==> config.mk <==
export PLATFORM = sky130hd
export DESIGN_NAME = coproc_bus_glue
export DESIGN_NICKNAME = d
export VERILOG_FILES = /design/src/verilog/coproc_glue_pkg.sv /design/src/verilog/coproc_bus_glue.sv
export SDC_FILE = /design/constraint.sdc
export NUM_CORES = 1
export LEC_CHECK = 0
export BUFFER_PORTS_ARGS = -buffer_cell sky130_fd_sc_hd__buf_2
export CORE_UTILIZATION = 30
export CTS_BUF_LIST = sky130_fd_sc_hd__clkbuf_16
export DETAILED_ROUTE_END_ITERATION = 6
export SETUP_SLACK_MARGIN = 0.15
export SLEW_MARGIN = 30
export SYNTH_ARGS = -nofsm -noshare
export SYNTH_HDL_FRONTEND = slang
export SYNTH_SLANG_ARGS = --single-unit
export TNS_END_PERCENT = 50
==> constraint.sdc <==
create_clock -name clk_sys -period 2.7 [get_ports clk_sys]
set_clock_uncertainty 0.05 [all_clocks]
set_input_delay 0.135 -clock clk_sys [delete_from_list [all_inputs] [get_ports clk_sys]]
set_output_delay 0.135 -clock clk_sys [all_outputs]
set_load 0.02 [all_outputs]
==> src/verilog/coproc_glue_pkg.sv <==
// constants shared by the coprocessor bus glue
package coproc_glue_pkg;
    // bus cycle status codes on cycle_status_lines (bits 2..0)
    typedef logic [2:0] cyc_status_t;
    localparam cyc_status_t ST_INT_ACK  = 3'h0;
    localparam cyc_status_t ST_IO_RD    = 3'h1;
    localparam cyc_status_t ST_IO_WR    = 3'h2;
    localparam cyc_status_t ST_HALT     = 3'h3;
    localparam cyc_status_t ST_FETCH    = 3'h4;
    localparam cyc_status_t ST_MEM_RD   = 3'h5;
    localparam cyc_status_t ST_MEM_WR   = 3'h6;
    localparam cyc_status_t ST_PASSIVE  = 3'h7;

    // queue status codes on {queue_state_hi, queue_state_lo}
    typedef logic [1:0] queue_op_t;
    localparam queue_op_t QOP_NONE      = 2'h0;
    localparam queue_op_t QOP_FIRST     = 2'h1;
    localparam queue_op_t QOP_FLUSH     = 2'h2;
    localparam queue_op_t QOP_NEXT      = 2'h3;

    // direction levels: high transmits (write), low receives (read)
    localparam logic DIR_TRANSMIT       = 1'h1;
    localparam logic DIR_RECEIVE        = 1'h0;
    localparam logic DIR_RESET          = 1'h1;
endpackage

==> src/verilog/coproc_bus_glue.sv <==
// coprocessor bus glue: queue status relay, bus strobes, chip select and bus hand-over
`timescale 1ns/100ps

module coproc_bus_glue
    import coproc_glue_pkg::*;
(
    input  wire logic                          clk_sys,
    input  wire logic                          reset,
    input  wire logic                          queue_state_lo,
    input  wire logic                          queue_state_hi,
    output logic                               queue_state_lo_out,
    output logic                               queue_state_hi_out,
    input  wire logic                          read_strap_n,
    input  wire coproc_glue_pkg::cyc_status_t  cycle_status_lines,
    output logic                               addr_latch,
    output logic                               read_strobe_n,
    output logic                               write_strobe_n,
    output logic                               data_buffer_enable_n,
    output logic                               transfer_direction,
    input  wire logic                          low_mem_select_n,
    output logic                               select_out_n,
    input  wire logic                          coproc_req_grant_line_in,
    output logic                               coproc_req_grant_line_out,
    output logic                               coproc_req_grant_line_oe,
    input  wire logic                          third_master_req_grant_line_in,
    output logic                               third_master_req_grant_line_out,
    output logic                               third_master_req_grant_line_oe,
    output logic                               host_hold_req,
    input  wire logic                          host_hold_ack,
    input  wire logic                          system_hold_req,
    output logic                               system_hold_ack
);
    import coproc_glue_pkg::*;

    typedef enum logic [1:0] {B_IDLE, B_T1, B_T2} bus_state_t;
    typedef enum logic [2:0] {A_HOST, A_HOLD, A_COPROC, A_T3_REQ, A_T3} arb_state_t;

    bus_state_t  bus_q, bus_d;
    arb_state_t  arb_q, arb_d;
    cyc_status_t cyc_q;
    logic        strap_m_q, strap_s_q, strap_taken_q, queue_mode_q;
    logic        hold_m_q, hold_s_q;
    logic        cp_prev_q, tm_prev_q;
    logic        owns_q, owns_d;
    logic        cp_oe_d, tm_oe_d, hreq_d, sack_d;

    // queue status relay
    // half clock delay
    // code kept whole
    // a falling-edge stage gives exactly half a period without a second clock
    always_ff @(negedge clk_sys) begin
        if (reset) begin
            queue_state_lo_out <= 1'h0;
            queue_state_hi_out <= 1'h0;
        end else begin
            queue_state_lo_out <= queue_state_lo;
            queue_state_hi_out <= queue_state_hi;
        end
    end

    // strap synchroniser runs through reset, so a settled strap is seen as reset ends
    always_ff @(posedge clk_sys) begin
        strap_m_q <= read_strap_n;
        strap_s_q <= strap_m_q;
    end

    // third-master request arrives from off-chip, so it is synchronised
    always_ff @(posedge clk_sys) begin
        if (reset) begin
            strap_taken_q <= 1'h0;
            queue_mode_q  <= 1'h0;
            hold_m_q      <= 1'h0;
            hold_s_q      <= 1'h0;
        end else begin
            hold_m_q      <= system_hold_req;
            hold_s_q      <= hold_m_q;
            strap_taken_q <= 1'h1;
            if (!strap_taken_q)
                queue_mode_q <= ~strap_s_q;
        end
    end

    // bus cycle decode
    wire st_active  = (cycle_status_lines != ST_PASSIVE) && (cycle_status_lines != ST_HALT);
    wire cyc_start  = (bus_q == B_IDLE) && queue_mode_q && st_active;
    wire cyc_write  = (cyc_q == ST_IO_WR) || (cyc_q == ST_MEM_WR);
    wire new_write  = (cycle_status_lines == ST_IO_WR) || (cycle_status_lines == ST_MEM_WR);
    wire strobe_on  = (bus_d == B_T2) && (bus_q != B_IDLE);
    wire dir_d      = cyc_start ? (new_write ? DIR_TRANSMIT : DIR_RECEIVE)
                                : transfer_direction;

    always_comb begin
        bus_d = bus_q;
        unique case (bus_q)
            B_IDLE: if (cyc_start) bus_d = B_T1;
            B_T1:   bus_d = B_T2;
            B_T2:   if (!st_active) bus_d = B_IDLE;
        endcase
    end

    always_ff @(posedge clk_sys) begin
        if (reset) begin
            bus_q                <= B_IDLE;
            cyc_q                <= ST_PASSIVE;
            addr_latch           <= 1'h0;
            read_strobe_n        <= 1'h1;
            write_strobe_n       <= 1'h1;
            data_buffer_enable_n <= 1'h1;
            transfer_direction   <= DIR_RESET;
        end else begin
            bus_q                <= bus_d;
            if (cyc_start)
                cyc_q <= cycle_status_lines;
            addr_latch           <= cyc_start;
            read_strobe_n        <= ~(strobe_on && !cyc_write);
            write_strobe_n       <= ~(strobe_on && cyc_write);
            data_buffer_enable_n <= ~strobe_on;
            transfer_direction   <= dir_d;
        end
    end

    // request/grant pulses: a high-to-low edge the far end drives, never our own drive
    wire cp_pulse = ~coproc_req_grant_line_in & cp_prev_q & ~coproc_req_grant_line_oe;
    wire tm_pulse = ~third_master_req_grant_line_in & tm_prev_q
                    & ~third_master_req_grant_line_oe;

    always_comb begin
        arb_d   = arb_q;
        owns_d  = owns_q;
        cp_oe_d = 1'h0;
        tm_oe_d = 1'h0;
        hreq_d  = host_hold_req;
        sack_d  = system_hold_ack;
        unique case (arb_q)
            A_HOST: if (cp_pulse) begin
                hreq_d = 1'h1;
                arb_d  = A_HOLD;
            end
            A_HOLD: if (host_hold_ack) begin
                cp_oe_d = 1'h1;
                owns_d  = 1'h1;
                arb_d   = A_COPROC;
            end
            A_COPROC: if (cp_pulse) begin
                owns_d = 1'h0;
                hreq_d = 1'h0;
                arb_d  = A_HOST;
            end else if (hold_s_q) begin
                tm_oe_d = 1'h1;
                arb_d   = A_T3_REQ;
            end
            A_T3_REQ: if (tm_pulse) begin
                owns_d = 1'h0;
                sack_d = 1'h1;
                arb_d  = A_T3;
            end
            A_T3: if (!hold_s_q) begin
                sack_d  = 1'h0;
                tm_oe_d = 1'h1;
                owns_d  = 1'h1;
                arb_d   = A_COPROC;
            end
        endcase
    end

    always_ff @(posedge clk_sys) begin
        if (reset) begin
            arb_q                           <= A_HOST;
            owns_q                          <= 1'h0;
            cp_prev_q                       <= 1'h1;
            tm_prev_q                       <= 1'h1;
            coproc_req_grant_line_oe        <= 1'h0;
            coproc_req_grant_line_out       <= 1'h0;
            third_master_req_grant_line_oe  <= 1'h0;
            third_master_req_grant_line_out <= 1'h0;
            host_hold_req                   <= 1'h0;
            system_hold_ack                 <= 1'h0;
            select_out_n                    <= 1'h1;
        end else begin
            arb_q                          <= arb_d;
            owns_q                         <= owns_d;
            cp_prev_q                      <= coproc_req_grant_line_in;
            tm_prev_q                      <= third_master_req_grant_line_in;
            coproc_req_grant_line_oe       <= cp_oe_d;
            third_master_req_grant_line_oe <= tm_oe_d;
            host_hold_req                  <= hreq_d;
            system_hold_ack                <= sack_d;
            select_out_n                   <= low_mem_select_n & ~owns_d;
        end
    end

    // checks
    qs_relay_a: assert property (@(posedge clk_sys) disable iff (reset)
        !$past(reset) |-> {queue_state_hi_out, queue_state_lo_out}
                          == {queue_state_hi, queue_state_lo})
        else $error("queue status not relayed");
    latch_width_a: assert property (@(posedge clk_sys) disable iff (reset)
        $rose(addr_latch) |=> !addr_latch && (!read_strobe_n || !write_strobe_n))
        else $error("address latch pulse wrong");
    latch_cause_a: assert property (@(posedge clk_sys) disable iff (reset)
        addr_latch |-> $past(queue_mode_q && st_active))
        else $error("latch without valid status");
    strobe_mode_a: assert property (@(posedge clk_sys) disable iff (reset)
        !queue_mode_q |-> read_strobe_n && write_strobe_n && data_buffer_enable_n)
        else $error("strobe outside queue mode");
    dir_stable_a: assert property (@(posedge clk_sys) disable iff (reset)
        $changed(transfer_direction) && !$past(reset) |-> addr_latch)
        else $error("direction changed mid cycle");
    dir_hold_a: assert property (@(posedge clk_sys) disable iff (reset)
        addr_latch |-> transfer_direction == ($past(new_write) ? DIR_TRANSMIT : DIR_RECEIVE))
        else $error("direction wrong for cycle");
    select_pass_a: assert property (@(posedge clk_sys) disable iff (reset)
        !$past(low_mem_select_n) && !$past(reset) |-> !select_out_n)
        else $error("select not passed");
    select_own_a: assert property (@(posedge clk_sys) disable iff (reset)
        owns_q |-> !select_out_n)
        else $error("select not forced");
    grant_hold_a: assert property (@(posedge clk_sys) disable iff (reset)
        arb_q == A_HOLD && host_hold_ack |=> coproc_req_grant_line_oe && owns_q ##1
        !coproc_req_grant_line_oe)
        else $error("grant pulse missing");
    release_own_a: assert property (@(posedge clk_sys) disable iff (reset)
        arb_q == A_COPROC && cp_pulse |=> !owns_q && !host_hold_req)
        else $error("release not honoured");
    third_back_a: assert property (@(posedge clk_sys) disable iff (reset)
        arb_q == A_T3 && !hold_s_q |=> third_master_req_grant_line_oe && owns_q
        && !system_hold_ack)
        else $error("third master return wrong");

    read_cycle_c: cover property (@(posedge clk_sys) disable iff (reset)
        addr_latch ##1 !read_strobe_n);
    write_cycle_c: cover property (@(posedge clk_sys) disable iff (reset)
        addr_latch ##1 !write_strobe_n);
    coproc_own_c: cover property (@(posedge clk_sys) disable iff (reset)
        arb_q == A_COPROC ##[1:50] arb_q == A_HOST);
    third_trip_c: cover property (@(posedge clk_sys) disable iff (reset)
        arb_q == A_T3 ##[1:50] arb_q == A_COPROC);
endmodule

# After elaboration in Yosys (flattened, before gate mapping)
# Cells that the tools add are included.
# W data, S select, Z words.
# word_totals
ff_bits	29
inputBits	13
output_inout_bits	14
word_cells	104
# op_classes
n_eq_ne	19
muxes	28
bitwise_logic	15
reduce_logical	18
# op_table
operator	count
$mux W3	6
$pmux W3 S5	1
$mux W1	14
$eq A3 B2 Y1 const B	4
$ne A2 B2 Y1 const B	5
$not A1 Y1	10
$eq A3 B3 Y1 const B	3
$logic_and A1 B1 Y1	6
$ne A3 B3 Y1 const B	2
$pmux W1 S2	3
$pmux W2 S3	1
$reduce_and A3 Y1	2
$reduce_bool A2 Y1	3
$and A1 B1 Y1	5
$reduce_and A5 Y1	1
$eq A2 B2 Y1 const B	2
$mux W2	2
$pmux W1 S4	1
$eq A3 B1 Y1 const B	1
$logic_not A3 Y1	1
$ne A3 B2 Y1 const B	1
$eq A2 B1 Y1 const B	1
$logic_not A2 Y1	1
$logic_or A1 B1 Y1	2
2 further kinds	2

# Logic depth before layout (Yosys ltp)
# depth
word_depth	9
ltp_mapped	6
ltp_nobuf	6

==> impl_metrics.toml <==
[outcome]
status = "finished, final reports clean"

[grt]
gr-total-overflow = 0
grt_usage_pct = 10.94
antenna_found_initial = 0
grt_pass1_vias = 717
grt_pass1_wl_mm = 3.015
grt_max_degree = 21

[cells_and_area]
layout-drive-gt1-share_pct = 25.00
final_util_pct = 39.32
finalNonFillerCells = 182
finalInstanceArea_um2 = 1323
max_flop_register = "arb_q"
area_growth_pct = 24.79
reg_top3 = "arb_q x3, bus_q x2, cyc_q x2"
largest_reg_flops = 3
antenna_cells = 0
nNetsFinal = 153

[power_and_ir_drop]
fin_total_pwr_mw = 0.9341
ir_drop_v = 0.0002203
power.leakage_nw = 0.5538
power_density_nw_per_um2 = 706.3

[clock_tree]
clk_latency_ns = 0.26
cts_resized = 0
clockBufferDepth = 2
cts_root_buffer = "clkbuf_16"
cts_made_buffers = 3
cts_tree = "yes"
clkTransAtPathRegs_ns = 0.07
cts.sink_count = 28
htree_num_levels = 1

[yosys]
synth_area_um2 = 1060
synth.yosys.seq_area_share_pct = 52.89
dominantRegCellSynth = "dfxtp_1"
yosys_warnings = 0
synth_top_area_share_pct = 52.89
synth_top_cell_by_area = "dfxtp_1"
synthTopCellsByArea = "dfxtp_1 53%, nor2_1 5.3%, ha_1 3.5%"
synth_enable_flop_cells = 0
synthCells = 111
async_flop_share_pct = 0
synth_area_per_cell_um2 = 9.547
ys_types = 34
yosys_register_bits = 28

[placed_design]
port-buffer-count = 23
preCtsSetupSlack_ns = 0.6218
dpl.hpwl_mm = 1.401
postPlaceCellArea_um2 = 1209
place_inst = 176
globalplace.congestion = 0.8064

[critical_path]
arrival_ns = 2.12
rr_startpoint = "bus_q[0]"
crit_fanout = 1
crit_end = "queue_state_lo_out"
ff2ff_path_depth = 6
cp_slowest_stage_delay_ns = 0.29
end_kind = "output port"
critPathBufInv = 1
critPathKind = "reg -> out"
required_ns = 2.52
path_cells = "buf_2"
crit_family = "flip-flops"
crit_cells = 1
slowest_stage = "dfxtp_1"
crit_start = "queue_state_lo_out"
r2r_end = "write_strobe_n"
crit_path_start_kind = "flop"
reg2reg_slack_ns = 1.05

[sta]
fin_ws_ns = 0.3958
finalSetupViolCount = 0
setup-tns-final_ns = 0
grt_setup_unrepaired = "no"
drv_slew = 0
holdWs_ns = 0.02336
hold_viol_final = 0

[drt]
drt_wl_total_mm = 1.896
via_count = 848
drc = 0
via_per_inst = 4.659
wl_per_cell_um = 10.42
ant_nets = 0
drt-pass1-iter-count = 4
first_iter_violations = 26

[floorplanning]
row_count = 21
io_pins = 27
core_um2 = 3363
die_area_um2 = 3774
die_w_um = 61.44
initial_utilization_pct = 31.51
die_y_um = 61.44

[run]
maxCapViolations = 0

[hold_path]
hp-class = "in -> reg"
[layer usage]
layer / global-route usage (%) / routed length, um / vias to the layer above
li1: - / - / 429
met1: 13.21 / 848 / 393
met2: 18.48 / 957 / 24
met3: 2.101 / 65 / 2
met4: 5.714 / 25 / 0
met5: 0 / 0 / -
[where the power goes]
| part | total (mW) | internal (mW) | switching [mW] |
|---|---|---|---|
| clock network | 0.400 | 0.261 | 0.139 |
| registers | 0.449 | 0.434 | 0.0155 |
| logic | 0.0847 | 0.0380 | 0.0467 |
[cell usage in the layout (no fill, tap or decap), drive strengths merged, types with 2 or more instances in the layout]
| cell | count |
|---|---|
| a21o | 2 |
| a21oi | 7 |
| a31oi | 3 |
| buf | 23 |
| clkbuf | 4 |
| conb | 2 |
| dfxtp | 28 |
| ha | 3 |
| inv | 6 |
| nand2 | 4 |
| nand2b | 2 |
| nand3 | 3 |
| nor2 | 15 |
| nor2b | 6 |
| nor3 | 3 |
| o21ai | 5 |
| o31ai | 2 |
| or2 | 2 |
| or3b | 2 |
[synth_stat cells, drive strengths merged, types with 3 or more instances]
cell / number
dfxtp: 28
nand3: 3
a31oi: 3
ha: 3
buf: 3
nand2: 4
o21ai: 5
nor3: 3
nor2: 15
a21oi: 7
inv: 5
nor2b: 6
[what timing repair did]
item / 4_1_cts / 5_1_grt
hold buffers: 1 / 0
setup endpoints to repair: 0 / 0
hold endpoints to repair: 1 / 0
buffers inserted: 0 / 0
[worst min-delay path by stage]
stage                     start            to  slack [ns]  cells after the start
6_report       low_mem_select_n  select_out_n        0.02                      2
5_1_grt        low_mem_select_n  select_out_n        0.02                      2
4_1_cts        low_mem_select_n  select_out_n        0.02                      2
3_5_place_dp       read_strap_n     strap_m_q        0.19                      1
3_3_place_gp       read_strap_n     strap_m_q        0.19                      1
2_1_floorplan      read_strap_n     strap_m_q        0.11                      0
[cells by family (layout without fill, tap and decap cells)]
logic type	count (synthesis)	after routing	share of synthesized area, %
flops	28	28	52.89
other cells	1	2	0.3539
simple gates	44	44	22.55
buf+inv	10	34	4.368
compound gates	25	25	16.29
fa+ha+maj	3	3	3.542
[area by class of cell]
class	count	area, um^2
clock buffers	4	100.1
fillers	366	2041
flip-flops and latches	28	560.5
well taps	46	57.56
clock inverters	2	7.507
inverters	4	15.01
multi-input cells	74	456.7
repair buffers	24	125.1
No activity file was read; power rests on OpenSTA's default activity.
